### config.mk
export PLATFORM = sky130hd
export DESIGN_NAME = aeb_exec
export DESIGN_NICKNAME = d
export VERILOG_FILES = /design/src/core/aeb_pkg.sv /design/src/core/aeb_alu.sv /design/src/core/aeb_flow.sv /design/src/core/aeb_exec.sv
export VERILOG_INCLUDE_DIRS = /design/src /design/src/core
export SDC_FILE = /design/constraint.sdc
export NUM_CORES = 1
export LEC_CHECK = 0
export BUFFER_PORTS_ARGS = -buffer_cell sky130_fd_sc_hd__buf_2
export CAP_MARGIN = 20
export CORE_MARGIN = 1.5
export CORE_UTILIZATION = 38
export CTS_CLUSTER_DIAMETER = 60
export DETAILED_ROUTE_END_ITERATION = 8
export GPL_TIMING_DRIVEN = 0
export HOLD_SLACK_MARGIN = 0.05
export PLACE_DENSITY = 0.55
export SYNTH_ARGS = -nofsm -noshare
export SYNTH_HDL_FRONTEND = slang
export SYNTH_SLANG_ARGS = --single-unit
### constraint.sdc
create_clock -name aclk -period 9.69 [get_ports aclk]
set_input_delay 0.4845 -clock aclk [delete_from_list [all_inputs] [get_ports aclk]]
set_output_delay 0.4845 -clock aclk [all_outputs]
set_load 0.05 [all_outputs]
### src/core/aeb_defs.svh
// Offsets, field positions, reset values and cycle counts of the execution unit
// Assumes byte addressing on a 32-bit register bus
`ifndef AEB_DEFS_SVH
`define AEB_DEFS_SVH
`define AEB_OFF_CTRL    8'h00
`define AEB_OFF_OPND    8'h04
`define AEB_OFF_ZPTR    8'h08
`define AEB_OFF_PC      8'h0C
`define AEB_OFF_FLAGS   8'h10
`define AEB_OFF_STAT    8'h14
`define AEB_CTRL_OP     4:0
`define AEB_CTRL_SEL    10:8
`define AEB_CTRL_TWO    12
`define AEB_CTRL_K      22:16
`define AEB_OPND_RD     7:0
`define AEB_OPND_RR     15:8
`define AEB_OPND_IO     23:16
`define AEB_STAT_BUSY   0
`define AEB_STAT_TAKEN  1
`define AEB_STAT_CYC    6:4
`define AEB_STAT_SP     10:8
`define AEB_FLAG_C      0
`define AEB_FLAG_Z      1
`define AEB_FLAG_N      2
`define AEB_FLAG_V      3
`define AEB_FLAG_S      4
`define AEB_FLAG_H      5
`define AEB_FLAG_I      7
`define AEB_RST_PC      22'h000000
`define AEB_RST_BYTE    8'h00
`define AEB_RST_Z       16'h0000
`define AEB_CYC_SEQ     3'h1
`define AEB_CYC_SKIP1   3'h2
`define AEB_CYC_SKIP2   3'h3
`define AEB_CYC_BRANCH  3'h2
`define AEB_CYC_JUMP    3'h2
`define AEB_CYC_CALL    3'h3
`define AEB_CYC_RET     3'h4
`define AEB_PC_STEP     22'h000001
`define AEB_PC_SKIP1    22'h000002
`define AEB_PC_SKIP2    22'h000003
`define AEB_STACK_DEPTH 8
`define AEB_RESP_OKAY   2'h0
`define AEB_RESP_SLVERR 2'h2
`endif

### src/core/aeb_pkg.sv
// Types shared by the execution unit modules
// Assumes aeb_defs.svh for all numeric constants
package aeb_pkg;
	typedef enum logic [4:0] {
		OP_ADD = 5'h00, OP_ADD_CARRY = 5'h01, OP_SUB = 5'h02, OP_SUB_IMM = 5'h03,
		OP_SUB_BORROW = 5'h04, OP_SUB_IMM_BORROW = 5'h05, OP_AND = 5'h06, OP_AND_WITH_CONSTANT = 5'h07,
		OP_OR = 5'h08, OP_OR_WITH_CONSTANT = 5'h09, OP_XOR = 5'h0A, OP_ZERO_MINUS_TEST = 5'h0B,
		OP_SET_MASK_BITS = 5'h0C, OP_CLEAR_MASK_BITS = 5'h0D, OP_COMPARE = 5'h0E, OP_COMPARE_CARRY = 5'h0F,
		OP_COMPARE_IMM = 5'h10, OP_COMPARE_SKIP_EQUAL = 5'h11, OP_SKIP_REG_BIT_CLEAR = 5'h12,
		OP_SKIP_REG_BIT_SET = 5'h13, OP_SKIP_IO_BIT_CLEAR = 5'h14, OP_SKIP_IO_BIT_SET = 5'h15,
		OP_BRANCH_FLAG_SET = 5'h16, OP_BRANCH_FLAG_CLEAR = 5'h17, OP_POINTER_JUMP = 5'h18,
		OP_POINTER_CALL = 5'h19, OP_RETURN = 5'h1A, OP_INTERRUPT_RETURN = 5'h1B
	} aeb_op_e;
	typedef enum logic [0:0] {
		AEB_IDLE = 1'h0,
		AEB_RUN  = 1'h1
	} aeb_state_e;
	typedef logic [21:0] aeb_pc_t;
endpackage : aeb_pkg

### src/core/aeb_alu.sv
// Eight-bit arithmetic and logic unit with status flag update
// Assumes operands and flags are stable while the result is used
`timescale 1ns/100ps
`include "aeb_defs.svh"
module aeb_alu
	import aeb_pkg::*;
(
	input  aeb_op_e    op,
	input  logic [7:0] a,
	input  logic [7:0] b,
	input  logic [7:0] flags_in,
	output logic [7:0] result,
	output logic [7:0] flags_out,
	output logic       write_en
);
	logic [8:0] sum;
	logic [7:0] lres;
	logic       arith;
	logic       lgc;
	logic       is_sub;
	logic       use_c;
	logic       keep_z;
	logic       cin;
	always_comb begin
		arith = 1'b0;
		lgc = 1'b0;
		is_sub = 1'b0;
		use_c = 1'b0;
		keep_z = 1'b0;
		write_en = 1'b0;
		lres = a;
		unique case (op)
			OP_ADD: begin arith = 1'b1; write_en = 1'b1; end
			OP_ADD_CARRY: begin arith = 1'b1; use_c = 1'b1; write_en = 1'b1; end
			OP_SUB, OP_SUB_IMM: begin arith = 1'b1; is_sub = 1'b1; write_en = 1'b1; end
			OP_SUB_BORROW, OP_SUB_IMM_BORROW: begin
				arith = 1'b1; is_sub = 1'b1; use_c = 1'b1; keep_z = 1'b1; write_en = 1'b1;
			end
			OP_COMPARE, OP_COMPARE_IMM: begin arith = 1'b1; is_sub = 1'b1; end
			OP_COMPARE_CARRY: begin arith = 1'b1; is_sub = 1'b1; use_c = 1'b1; keep_z = 1'b1; end
			OP_AND, OP_AND_WITH_CONSTANT: begin lgc = 1'b1; lres = a & b; write_en = 1'b1; end
			OP_OR, OP_OR_WITH_CONSTANT, OP_SET_MASK_BITS: begin
				lgc = 1'b1; lres = a | b; write_en = 1'b1;
			end
			OP_XOR: begin lgc = 1'b1; lres = a ^ b; write_en = 1'b1; end
			OP_ZERO_MINUS_TEST: begin lgc = 1'b1; lres = a & a; end
			OP_CLEAR_MASK_BITS: begin lgc = 1'b1; lres = a & ~b; write_en = 1'b1; end
			default: ;
		endcase
		cin = use_c & flags_in[`AEB_FLAG_C];
		if (is_sub)
			sum = {1'b0, a} - {1'b0, b} - {8'h00, cin};
		else
			sum = {1'b0, a} + {1'b0, b} + {8'h00, cin};
		result = arith ? sum[7:0] : lres;
		flags_out = flags_in;
		if (arith) begin
			flags_out[`AEB_FLAG_C] = sum[8];
			if (is_sub) begin
				flags_out[`AEB_FLAG_H] = (~a[3] & b[3]) | (b[3] & result[3]) | (result[3] & ~a[3]);
				flags_out[`AEB_FLAG_V] = (a[7] & ~b[7] & ~result[7]) | (~a[7] & b[7] & result[7]);
			end else begin
				flags_out[`AEB_FLAG_H] = (a[3] & b[3]) | (b[3] & ~result[3]) | (~result[3] & a[3]);
				flags_out[`AEB_FLAG_V] = (a[7] & b[7] & ~result[7]) | (~a[7] & ~b[7] & result[7]);
			end
		end
		if (lgc)
			flags_out[`AEB_FLAG_V] = 1'b0;
		if (arith | lgc) begin
			flags_out[`AEB_FLAG_Z] = (result == 8'h00) & (~keep_z | flags_in[`AEB_FLAG_Z]);
			flags_out[`AEB_FLAG_N] = result[7];
			flags_out[`AEB_FLAG_S] = result[7] ^ flags_out[`AEB_FLAG_V];
		end
	end
endmodule : aeb_alu

### src/core/aeb_flow.sv
// Program counter update and cycle count for skips, branches, jumps, calls and returns
// Assumes the caller holds the stack and commits the outputs at the end of the operation
`timescale 1ns/100ps
`include "aeb_defs.svh"
module aeb_flow
	import aeb_pkg::*;
(
	input  aeb_op_e     op,
	input  aeb_pc_t     pc,
	input  aeb_pc_t     stack_top,
	input  logic [6:0]  k,
	input  logic [2:0]  sel,
	input  logic        two_word,
	input  logic [15:0] zptr,
	input  logic [7:0]  flags,
	input  logic [7:0]  rd,
	input  logic [7:0]  rr,
	input  logic [7:0]  io,
	output aeb_pc_t     pc_next,
	output logic [2:0]  cycles,
	output logic        taken,
	output logic        push,
	output logic        pop,
	output logic        set_ie
);
	logic skip;
	logic branch;
	logic cond;
	always_comb begin
		skip = 1'b0;
		branch = 1'b0;
		cond = 1'b0;
		pc_next = pc + `AEB_PC_STEP;
		cycles = `AEB_CYC_SEQ;
		taken = 1'b0;
		push = 1'b0;
		pop = 1'b0;
		set_ie = 1'b0;
		unique case (op)
			OP_COMPARE_SKIP_EQUAL: begin skip = 1'b1; cond = (rd == rr); end
			OP_SKIP_REG_BIT_CLEAR: begin skip = 1'b1; cond = ~rd[sel]; end
			OP_SKIP_REG_BIT_SET: begin skip = 1'b1; cond = rd[sel]; end
			OP_SKIP_IO_BIT_CLEAR: begin skip = 1'b1; cond = ~io[sel]; end
			OP_SKIP_IO_BIT_SET: begin skip = 1'b1; cond = io[sel]; end
			OP_BRANCH_FLAG_SET: begin branch = 1'b1; cond = flags[sel]; end
			OP_BRANCH_FLAG_CLEAR: begin branch = 1'b1; cond = ~flags[sel]; end
			OP_POINTER_JUMP: begin
				pc_next = {6'h00, zptr}; cycles = `AEB_CYC_JUMP; taken = 1'b1;
			end
			OP_POINTER_CALL: begin
				pc_next = {6'h00, zptr}; cycles = `AEB_CYC_CALL; taken = 1'b1; push = 1'b1;
			end
			OP_RETURN: begin pc_next = stack_top; cycles = `AEB_CYC_RET; taken = 1'b1; pop = 1'b1; end
			OP_INTERRUPT_RETURN: begin
				pc_next = stack_top; cycles = `AEB_CYC_RET; taken = 1'b1; pop = 1'b1; set_ie = 1'b1;
			end
			default: ;
		endcase
		if (skip && cond) begin
			pc_next = pc + (two_word ? `AEB_PC_SKIP2 : `AEB_PC_SKIP1);
			cycles = two_word ? `AEB_CYC_SKIP2 : `AEB_CYC_SKIP1;
			taken = 1'b1;
		end
		if (branch && cond) begin
			pc_next = pc + {{15{k[6]}}, k} + `AEB_PC_STEP;
			cycles = `AEB_CYC_BRANCH;
			taken = 1'b1;
		end
	end
endmodule : aeb_flow

### src/core/aeb_exec.sv
// Execution unit for arithmetic, logic, compare, skip and branch operations with an AXI4-Lite slave
// Assumes one AXI4-Lite master on aclk; an operation starts when its command word is written
//
// The register offsets and register access over AXI4-Lite were left to the implementer.
`timescale 1ns/100ps
`include "aeb_defs.svh"
// Overview of operation
// - Subtract immediate with borrow: write back, update all six arithmetic flags, one cycle.
// - AND with constant: write back, update Z N V S, keep C and H.
// - OR with constant: write back, update Z N V S, one cycle.
// - Zero or minus test: value unchanged, update Z N V S, one cycle.
// - Set mask bits: OR with mask, update Z N V S, one cycle.
// - Clear mask bits: AND with inverted mask, update Z N V S.
// - Compare and skip if equal: no write, skip next instruction.
// - Skip when the selected register bit is zero.
// - Skip when the selected register bit is one.
// - Skip when the selected I/O bit is zero, flags untouched.
// - Skip when the selected I/O bit is one, flags untouched.
// - Branch on flag set: PC gets PC plus offset plus one.
// - Branch on flag clear: one cycle not taken, two taken, flags unchanged.
// - Pointer jump: PC low sixteen bits from Z, upper bits cleared, two cycles.
// - Pointer call: push return address, PC from Z, three cycles.
module aeb_exec
	import aeb_pkg::*;
(
	input  logic        aclk,
	input  logic        aresetn,
	input  logic [7:0]  awaddr,
	input  logic        awvalid,
	output logic        awready,
	input  logic [31:0] wdata,
	input  logic [3:0]  wstrb,
	input  logic        wvalid,
	output logic        wready,
	output logic [1:0]  bresp,
	output logic        bvalid,
	input  logic        bready,
	input  logic [7:0]  araddr,
	input  logic        arvalid,
	output logic        arready,
	output logic [31:0] rdata,
	output logic [1:0]  rresp,
	output logic        rvalid,
	input  logic        rready
);
	aeb_state_e  state_reg;
	aeb_op_e     op_reg;
	logic [2:0]  sel_reg;
	logic        two_reg;
	logic [6:0]  k_reg;
	logic [2:0]  cnt_reg;
	logic [7:0]  rd_reg;
	logic [7:0]  rr_reg;
	logic [7:0]  io_reg;
	logic [7:0]  flags_reg;
	logic [15:0] z_reg;
	aeb_pc_t     pc_reg;
	logic [2:0]  sp_reg;
	aeb_pc_t     stack_mem [0:`AEB_STACK_DEPTH-1];
	logic        taken_reg;
	logic [2:0]  last_cyc_reg;
	logic [7:0]  aw_addr_reg;
	logic [31:0] w_data_reg;
	logic [3:0]  w_strb_reg;
	logic        aw_got_reg;
	logic        w_got_reg;
	logic        wr_fire;
	logic        wr_take;
	logic        commit;
	logic [31:0] rd_word;
	logic        rd_hit;
	logic        wr_hit;
	logic [7:0]  alu_res;
	logic [7:0]  alu_flags;
	logic        alu_we;
	aeb_pc_t     fl_pc;
	logic [2:0]  fl_cyc;
	logic        fl_taken;
	logic        fl_push;
	logic        fl_pop;
	logic        fl_set_ie;
	aeb_pc_t     stack_top;

	function automatic logic [31:0] merge(input logic [31:0] old, input logic [31:0] nw, input logic [3:0] strb);
		logic [31:0] m;
		m = old;
		for (int i = 0; i < 4; i++) begin
			if (strb[i])
				m[8*i +: 8] = nw[8*i +: 8];
		end
		return m;
	endfunction : merge

	function automatic logic mapped(input logic [7:0] addr);
		logic hit;
		unique case (addr)
			`AEB_OFF_CTRL, `AEB_OFF_OPND, `AEB_OFF_ZPTR, `AEB_OFF_PC, `AEB_OFF_FLAGS, `AEB_OFF_STAT: hit = 1'b1;
			default: hit = 1'b0;
		endcase
		return hit;
	endfunction : mapped

	// Operation units
	aeb_alu u_alu (
		.op        (op_reg),
		.a         (rd_reg),
		.b         (rr_reg),
		.flags_in  (flags_reg),
		.result    (alu_res),
		.flags_out (alu_flags),
		.write_en  (alu_we)
	);

	aeb_flow u_flow (
		.op        (op_reg),
		.pc        (pc_reg),
		.stack_top (stack_top),
		.k         (k_reg),
		.sel       (sel_reg),
		.two_word  (two_reg),
		.zptr      (z_reg),
		.flags     (flags_reg),
		.rd        (rd_reg),
		.rr        (rr_reg),
		.io        (io_reg),
		.pc_next   (fl_pc),
		.cycles    (fl_cyc),
		.taken     (fl_taken),
		.push      (fl_push),
		.pop       (fl_pop),
		.set_ie    (fl_set_ie)
	);

	assign stack_top = stack_mem[sp_reg - 3'h1];
	assign wr_fire = aw_got_reg & w_got_reg & ~bvalid;
	assign wr_take = wr_fire & (state_reg == AEB_IDLE);
	assign wr_hit = mapped(aw_addr_reg);
	assign rd_hit = mapped(araddr);
	assign commit = (state_reg == AEB_RUN) && (cnt_reg == fl_cyc - 3'h1);

	// Write address, data and response channels
	always_ff @(posedge aclk) begin
		if (!aresetn) begin
			awready <= 1'b0;
			wready <= 1'b0;
			bvalid <= 1'b0;
			bresp <= `AEB_RESP_OKAY;
			aw_got_reg <= 1'b0;
			w_got_reg <= 1'b0;
			aw_addr_reg <= 8'h00;
			w_data_reg <= 32'h00000000;
			w_strb_reg <= 4'h0;
		end else begin
			if (!aw_got_reg && !bvalid && !awready)
				awready <= 1'b1;
			if (!w_got_reg && !bvalid && !wready)
				wready <= 1'b1;
			if (awvalid && awready) begin
				aw_addr_reg <= awaddr;
				aw_got_reg <= 1'b1;
				awready <= 1'b0;
			end
			if (wvalid && wready) begin
				w_data_reg <= wdata;
				w_strb_reg <= wstrb;
				w_got_reg <= 1'b1;
				wready <= 1'b0;
			end
			if (wr_fire) begin
				bvalid <= 1'b1;
				bresp <= wr_hit ? `AEB_RESP_OKAY : `AEB_RESP_SLVERR;
				aw_got_reg <= 1'b0;
				w_got_reg <= 1'b0;
			end
			if (bvalid && bready)
				bvalid <= 1'b0;
		end
	end

	// Read data mux
	always_comb begin
		rd_word = 32'h00000000;
		unique case (araddr)
			`AEB_OFF_CTRL: begin
				rd_word[`AEB_CTRL_OP] = op_reg;
				rd_word[`AEB_CTRL_SEL] = sel_reg;
				rd_word[`AEB_CTRL_TWO] = two_reg;
				rd_word[`AEB_CTRL_K] = k_reg;
			end
			`AEB_OFF_OPND: rd_word = {8'h00, io_reg, rr_reg, rd_reg};
			`AEB_OFF_ZPTR: rd_word = {16'h0000, z_reg};
			`AEB_OFF_PC: rd_word = {10'h000, pc_reg};
			`AEB_OFF_FLAGS: rd_word = {24'h000000, flags_reg};
			`AEB_OFF_STAT: begin
				rd_word[`AEB_STAT_BUSY] = (state_reg == AEB_RUN);
				rd_word[`AEB_STAT_TAKEN] = taken_reg;
				rd_word[`AEB_STAT_CYC] = last_cyc_reg;
				rd_word[`AEB_STAT_SP] = sp_reg;
			end
			default: ;
		endcase
	end

	// Read address and data channels
	always_ff @(posedge aclk) begin
		if (!aresetn) begin
			arready <= 1'b0;
			rvalid <= 1'b0;
			rdata <= 32'h00000000;
			rresp <= `AEB_RESP_OKAY;
		end else begin
			if (!rvalid && !arready)
				arready <= 1'b1;
			if (arvalid && arready) begin
				arready <= 1'b0;
				rvalid <= 1'b1;
				rdata <= rd_word;
				rresp <= rd_hit ? `AEB_RESP_OKAY : `AEB_RESP_SLVERR;
			end
			if (rvalid && rready)
				rvalid <= 1'b0;
		end
	end

	// Command capture and cycle sequencing
	always_ff @(posedge aclk) begin
		if (!aresetn) begin
			state_reg <= AEB_IDLE;
			op_reg <= OP_ADD;
			sel_reg <= 3'h0;
			two_reg <= 1'b0;
			k_reg <= 7'h00;
			cnt_reg <= 3'h0;
			taken_reg <= 1'b0;
			last_cyc_reg <= 3'h0;
		end else if (state_reg == AEB_IDLE) begin
			if (wr_take && aw_addr_reg == `AEB_OFF_CTRL) begin
				state_reg <= AEB_RUN;
				op_reg <= aeb_op_e'(w_data_reg[`AEB_CTRL_OP]);
				sel_reg <= w_data_reg[`AEB_CTRL_SEL];
				two_reg <= w_data_reg[`AEB_CTRL_TWO];
				k_reg <= w_data_reg[`AEB_CTRL_K];
				cnt_reg <= 3'h0;
			end
		end else if (commit) begin
			state_reg <= AEB_IDLE;
			cnt_reg <= 3'h0;
			taken_reg <= fl_taken;
			last_cyc_reg <= fl_cyc;
		end else begin
			cnt_reg <= cnt_reg + 3'h1;
		end
	end

	// Operand, flag and program counter registers
	always_ff @(posedge aclk) begin
		if (!aresetn) begin
			rd_reg <= `AEB_RST_BYTE;
			rr_reg <= `AEB_RST_BYTE;
			io_reg <= `AEB_RST_BYTE;
			flags_reg <= `AEB_RST_BYTE;
			z_reg <= `AEB_RST_Z;
			pc_reg <= `AEB_RST_PC;
		end else if (commit) begin
			if (alu_we)
				rd_reg <= alu_res;
			flags_reg <= alu_flags;
			flags_reg[`AEB_FLAG_I] <= alu_flags[`AEB_FLAG_I] | fl_set_ie;
			pc_reg <= fl_pc;
		end else if (wr_take) begin
			unique case (aw_addr_reg)
				`AEB_OFF_OPND:
					{io_reg, rr_reg, rd_reg} <= 24'(merge({8'h00, io_reg, rr_reg, rd_reg}, w_data_reg, w_strb_reg));
				`AEB_OFF_ZPTR: z_reg <= 16'(merge({16'h0000, z_reg}, w_data_reg, w_strb_reg));
				`AEB_OFF_PC: pc_reg <= aeb_pc_t'(merge({10'h000, pc_reg}, w_data_reg, w_strb_reg));
				`AEB_OFF_FLAGS: flags_reg <= 8'(merge({24'h000000, flags_reg}, w_data_reg, w_strb_reg));
				default: ;
			endcase
		end
	end

	// Return address stack
	always_ff @(posedge aclk) begin
		if (commit && fl_push)
			stack_mem[sp_reg] <= pc_reg + `AEB_PC_STEP;
	end

	always_ff @(posedge aclk) begin
		if (!aresetn)
			sp_reg <= 3'h0;
		else if (commit && fl_push)
			sp_reg <= sp_reg + 3'h1;
		else if (commit && fl_pop)
			sp_reg <= sp_reg - 3'h1;
	end
endmodule : aeb_exec

* Yosys cells after proc, flatten, opt, wreduce, memory -nomap -nowiden
Memory sizes are Yosys's and may differ from the RTL's.
Cells that the tools add are included.
** Storage, ports and cells
- Register bits :: 175
- Bits in writable memories :: 176
- Input port bits :: 59
- Output and inout bits :: 41
- Logic and storage cells :: 288
- Memories kept :: 1
** Memories
- stack_mem :: words 8, width 22, rd ports 1, clocked after memory_dff 0, wr ports 1, line aeb_exec.sv:59 : aeb_pc_t stack_mem [0:`AEB_STACK_DEPTH-1];
** Cells by class
- Add/sub/neg operators :: 12
- Magnitude comparators :: 1
- Equal/unequal tests :: 42
- Multiplexer cells :: 79
- Bitwise gates (word level) :: 48
- Reduce and logical (&&, ||, !) cells :: 71
** Operators by type and width (number)
- $mux 22 :: 5
- $mux 8 :: 11
- $eq 5x5->1 const B :: 12
- $add 22x1->22 const B :: 2
- $add 22x22->22 :: 2
- $pmux 22 s2 :: 1
- $eq 5x4->1 const B :: 8
- $pmux 8 s5 :: 1
- $mux 1 :: 34
- $eq 8x4->1 const B :: 4
- $eq 8x5->1 const B :: 4
- $reduce_and 4->1 :: 8
- $and 8x8->8 :: 3
- $logic_not 8->1 :: 3
- $mux 3 :: 7
- $pmux 7 s3 :: 1
- $eq 5x3->1 const B :: 4
- $pmux 2 s5 :: 2
- $reduce_or 2->1 :: 10
- $and 1x1->1 :: 19
- $pmux 3 s3 :: 2
- $reduce_bool 2->1 :: 9
- $eq 8x3->1 const B :: 2
- $logic_and 1x1->1 :: 16
- other kinds (40) :: 83

* Longest topological paths before layout
- Depth in word-level cells :: 16
- Depth in mapped cells :: 21
- Gate-level depth less buffers :: 17

* Hierarchy
From an unflattened synthesis, not the netlist that was laid out.
** Second synthesis, totals
- Cell total of the unflattened synthesis :: 1854
- Area total of the unflattened synthesis :: 19259.7 um2
** Modules (own cells, without submodules)
- aeb_exec :: instances 1, cells an instance 1168, area each 14386.3 um2, seq. area each 8588.2 um2
- aeb_flow :: instances 1, cells an instance 433, area each 2911.5 um2, seq. area each 0.0 um2
- aeb_alu :: instances 1, cells an instance 253, area each 1961.9 um2, seq. area each 0.0 um2

* Worst setup path before layout
OpenSTA, ideal clock, no wires.
- Kind :: register -> register
- From :: register sel_reg[1]
- To :: memory stack_mem[1][0] (netlist name), enable pin
- Library setup time :: 0.429 ns
- Arrival time :: 5.247 ns
- Data required time :: 9.261 ns
- Setup slack :: 4.015 ns
- Stages on the path, launching flop included :: 20
- Path buffers :: 3
- Period minus slack after synthesis :: 5.675 ns
- Cell sequence :: dfxtp_1 -> buf_2 -> mux4_2 -> mux2i_1 -> mux2i_1 -> a211o_1 -> clkbuf_1 -> clkbuf_1 -> nor2_1 -> o21a_1 -> ha_1 -> xor2_1 -> xnor2_1 -> nor2_1 -> nand2_1 -> nor2_1 -> mux2_2 -> and3_1 -> nand2_1 -> nor3_1
** Between the ends
- Longest elaborated chain between the ends :: 13
- Elaborated cells on any way between the ends :: 20
- Those cells by class :: add/sub (1); eq/ne (1); mux (11); bitwise (3); reduce/logical (4)
** Ends and longest elaborated chain
- start, declared :: line aeb_exec.sv:48 : logic [2:0] sel_reg;
- start signal, assigned :: line aeb_exec.sv:240 : sel_reg <= w_data_reg[`AEB_CTRL_SEL];
- $bmux 1 s3 (on tied branches)
- $mux 1 (on tied branches)
- $not 1->1 (on tied branches) :: line aeb_flow.sv:46, aeb_flow.sv:41, aeb_flow.sv:43
- $pmux 1 s7 (*) :: line aeb_flow.sv:39 : unique case (op)
- $logic_and 1x1->1 :: line aeb_flow.sv:59 : if (skip && cond) begin
- $mux 3 :: line aeb_flow.sv:59
- $mux 3 (*) :: line aeb_flow.sv:64 : if (branch && cond) begin
- $sub 3x1->3 (*) :: line aeb_exec.sv:139 : assign commit = (state_reg == AEB_RUN) && (cnt_reg == fl_cyc - 3'h1);
- $eq 3x3->1 (*) :: line aeb_exec.sv:139
- $logic_and 1x1->1 (*) :: line aeb_exec.sv:139
- $logic_and 1x1->1 (*) :: line aeb_exec.sv:284 : if (commit && fl_push)
- $mux 1 (*) :: line aeb_exec.sv:284
- $mux 1 (no source line) (*)
- end, declared :: line aeb_exec.sv:59
Every way passes the cells marked *; elsewhere a longest branch is shown, timed or not. The select of a mux whose other input is x is not followed.

* Worst setup path after layout
- From :: register sel_reg[2]
- To :: memory stack_mem[3][14] (netlist name), enable pin
Same word-level chain as after synthesis.

==> results_dict.tcl <==
set metrics [dict create \
    fin_setup_tns_ns 0 \
    synthArstFlopShare 0 \
    cts-root-buf "clkbuf_16" \
    hold_violations 0 \
    setup_viol 0 \
    syn_inst 1768 \
    grt_pass1_wl_mm 88.2 \
    ys_warn_count 0 \
    fin_cells 2532 \
    grt_pass1_vias 14200 \
    via_per_inst 5.79 \
    cp_data_arrival_time_ns 6.98 \
    hold_path_class "in2reg" \
    grt_max_degree 23 \
    cts_hold_buffers 0 \
    grt-ovfl-total 0 \
    fmax_ghz 0.146 \
    area.growth.synth_to_final_pct 13.6 \
    largest_reg_flops 176 \
    final_cell_area_um2 20600 \
    cts_buffers 35 \
    wl_mm 58.6 \
    seq_area_frac_synth 0.474 \
    start_util 0.387 \
    ys_ff_latch 341 \
    setup_ws_ns 2.85 \
    cp.required_ns 9.83 \
    die_w_um 221 \
    cap_viol_max_count 0 \
    p_sw_mw 0.698 \
    n_antenna_cell 0 \
    clock_latency_ns 0.54 \
    cts_tree "yes" \
    die-area_um2 49000 \
    clockBufferDepth 3 \
    critPathMaxFanout 22 \
    first_pass_iters 6 \
    period_needed_ns 6.84 \
    avgSynthCellArea_um2 10.3 \
    dr_total_vias 14700 \
    peakVddDrop_mv 0.0987 \
    finalClockSkew_ns 0.0271 \
    seqPwrFrac 0.510 \
    maxSlewHeadroom 0.227 \
    core-area_um2 46900 \
    outcome "finished clean" \
    synth_edf_count 176 \
    postCtsSetupRepairBufs 0 \
    path_class "reg2reg" \
    io_pins 100 \
    die_y_um 221 \
    htreeDepth 2 \
    rr_endpoint "stack_mem[3][14]" \
    dp_hpwl_mm 43.7 \
    crit_end "stack_mem[3][14]" \
    rsz0062_at_grt "false" \
    nFillCells 4463 \
    ys.flop_type "edfxtp_1" \
    drc 0 \
    portBuffers 77 \
    dp_cells 2468 \
    post-route-period-util 0.706 \
    nNetsFinal 2022 \
    detail-route-antenna-nets 0 \
    reg2reg_depth 19 \
    worstSetupEndpointType "flip-flop" \
    place.gp.congestion 0.913 \
    rows 79 \
    grt.total_usage 0.236 \
    switching_share 0.231 \
    drive_gt1_frac 0.137 \
    cts.clk_slew.worst_paths_ns 0.06 \
    syn-cell-area_um2 18100 \
    antenna_found_initial 0 \
    power_frac_clock 0.443 \
    tightest_slew_ns 1.14 \
    rr_startpoint "sel_reg[2]" \
    startpoint "sel_reg[2]" \
    worst_setup_path_start_kind "flip-flop" \
    ys_types 73 \
    p_leak_nw 7.51 \
    wire_per_inst_um 23.1 \
    r2r_setup_slack_ns 2.85 \
    p_int_mw 2.32 \
    combPwrFrac 0.047 \
    pwr_density_cell_nw_per_um2 147 \
    cts.repair.resized 0 \
    cts.sinks 341 \
    pre_cts_slack_ns 3.07 \
    drt_iter0_drc 1431 \
    drv_slew 0 \
    dpl_cell_area_um2 19400 \
]
-- final cells by class --
type / instances / area [um^2] / share of cell area
plain buffers: 125 / 522 / 0.0253
clock buffers: 45 / 1000 / 0.0488
clock inverters: 17 / 129 / 0.00626
inverters: 50 / 188 / 0.00912
multi-input cells: 1261 / 8930 / 0.434
flip-flops and latches: 341 / 8590 / 0.417
well taps: 607 / 759 / 0.0369
repair buffers: 86 / 473 / 0.0230
-- metrics by stage --
stage | utilization | hold WS [ns] | power [mW]
final | 0.439 | 0.184 | 3.02
after floorplan | - | 0.436 | 1.65
after global placement | 0.412 | 0.442 | 1.71
after CTS | 0.439 | 0.169 | 3.04
after detailed placement | 0.415 | 0.451 | 1.71
after global routing | 0.439 | 0.196 | 3.10
-- cell families (layout without fill, tap and decap cells) --
kind of cell | Yosys count | after routing | share of synthesized area
DFF | 341 | 341 | 0.474
xor gates and xnor gates | 73 | 73 | 0.0353
muxes | 162 | 162 | 0.126
and+or+nand+nor | 521 | 521 | 0.129
buffers and inverters | 175 | 323 | 0.0391
AOI/OAI and AO/OA | 432 | 432 | 0.151
adders and majority gates | 63 | 63 | 0.0456
other | 1 | 10 | 0.000207
-- placed cells by master (no fill, tap or decap), types with 11 or more instances in the layout --
master / synthesis / final
nand4_1: 11 / 11
o21ai_0: 91 / 91
nor2b_1: 16 / 16
buf_4: 11 / 13
o211ai_1: 12 / 12
nand2b_1: 18 / 18
buf_1: 14 / 14
a31oi_1: 25 / 25
clkbuf_16: 0 / 36
nand3_1: 34 / 34
clkbuf_1: 91 / 93
nor2_1: 160 / 154
a21o_1: 15 / 15
dfxtp_1: 165 / 165
a221oi_1: 12 / 12
mux2i_1: 80 / 80
mux2_2: 31 / 31
mux4_2: 50 / 50
xor2_1: 25 / 25
nor3_1: 33 / 31
a22oi_1: 19 / 19
inv_1: 50 / 50
xnor2_1: 48 / 48
nand2_1: 194 / 194
a211oi_1: 43 / 43
buf_2: 9 / 87
a21oi_1: 138 / 138
ha_1: 58 / 58
edfxtp_1: 176 / 176
-- metal layers --
layer,vias to the layer above,routed length [um],share of wire,track usage
li1,6758,-,-,-
met1,7306,26300,0.45,0.330
met2,510,27500,0.47,0.387
met3,83,3440,0.059,0.0251
met4,0,1360,0.023,0.0661
met5,-,0,0,0
-- worst min-delay path by stage --
stage,slack [ns],to,from,cells after the start
floorplan,0.44,w_data_reg[23],w_data_reg[23],2
global placement,0.44,aw_addr_reg[6],aw_addr_reg[6],2
detailed placement,0.45,aw_addr_reg[5],aw_addr_reg[5],2
CTS,0.17,w_data_reg[8],wdata[8],3
global route,0.20,w_data_reg[8],wdata[8],3
finish,0.18,w_data_reg[8],wdata[8],3
-- power groups by stage --
| stage | logic, mW | clock network, mW | registers, mW |
|---|---|---|---|
| global route | 0.151 | 1.41 | 1.54 |
| CTS | 0.139 | 1.36 | 1.54 |
| floorplan | 0.0764 | 0 | 1.58 |
| detailed placement | 0.139 | 0 | 1.57 |
| finish | 0.141 | 1.34 | 1.54 |
| global placement | 0.137 | 0 | 1.57 |
-- worst max-delay path, cell delays in order, from the launching register on --
cell and delay, ns:
dfxtp_1 0.30, clkbuf_1 0.46, mux4_2 0.39, mux2i_1 0.60, mux2i_1 0.25, a211o_1 0.33, clkbuf_1 0.43, clkbuf_1 0.53
nor2_1 0.21, o21a_1 0.23, ha_1 0.22, xor2_1 0.15, xnor2_1 0.14, nor2_1 0.21, nand2_1 0.10, nor2_1 0.16
mux2_2 0.31, and3_1 0.26, nand2_1 0.24, nor2_4 0.86
-- synthesized netlist by cell type, drive strengths merged, types with 12 or more instances --
cell type  instances  area, um^2
nand2            194         728
ha                58         726
a221oi            12         105
a21oi            139         707
inv               50         188
nand3             34         170
dfxtp            165        3300
buf               34         180
mux2              31         349
mux4              50        1130
o21ai             96         480
mux2i             81         815
nor2b             16         100
a21o              15         113
xor2              25         219
a211oi            43         323
clkbuf            91         342
nor3              33         165
edfxtp           176        5290
nand2b            18         113
a31oi             25         156
a22oi             19         143
xnor2             48         420
o211ai            12        90.1
nor2             160         601
No activity file was read; power rests on OpenSTA's default activity.
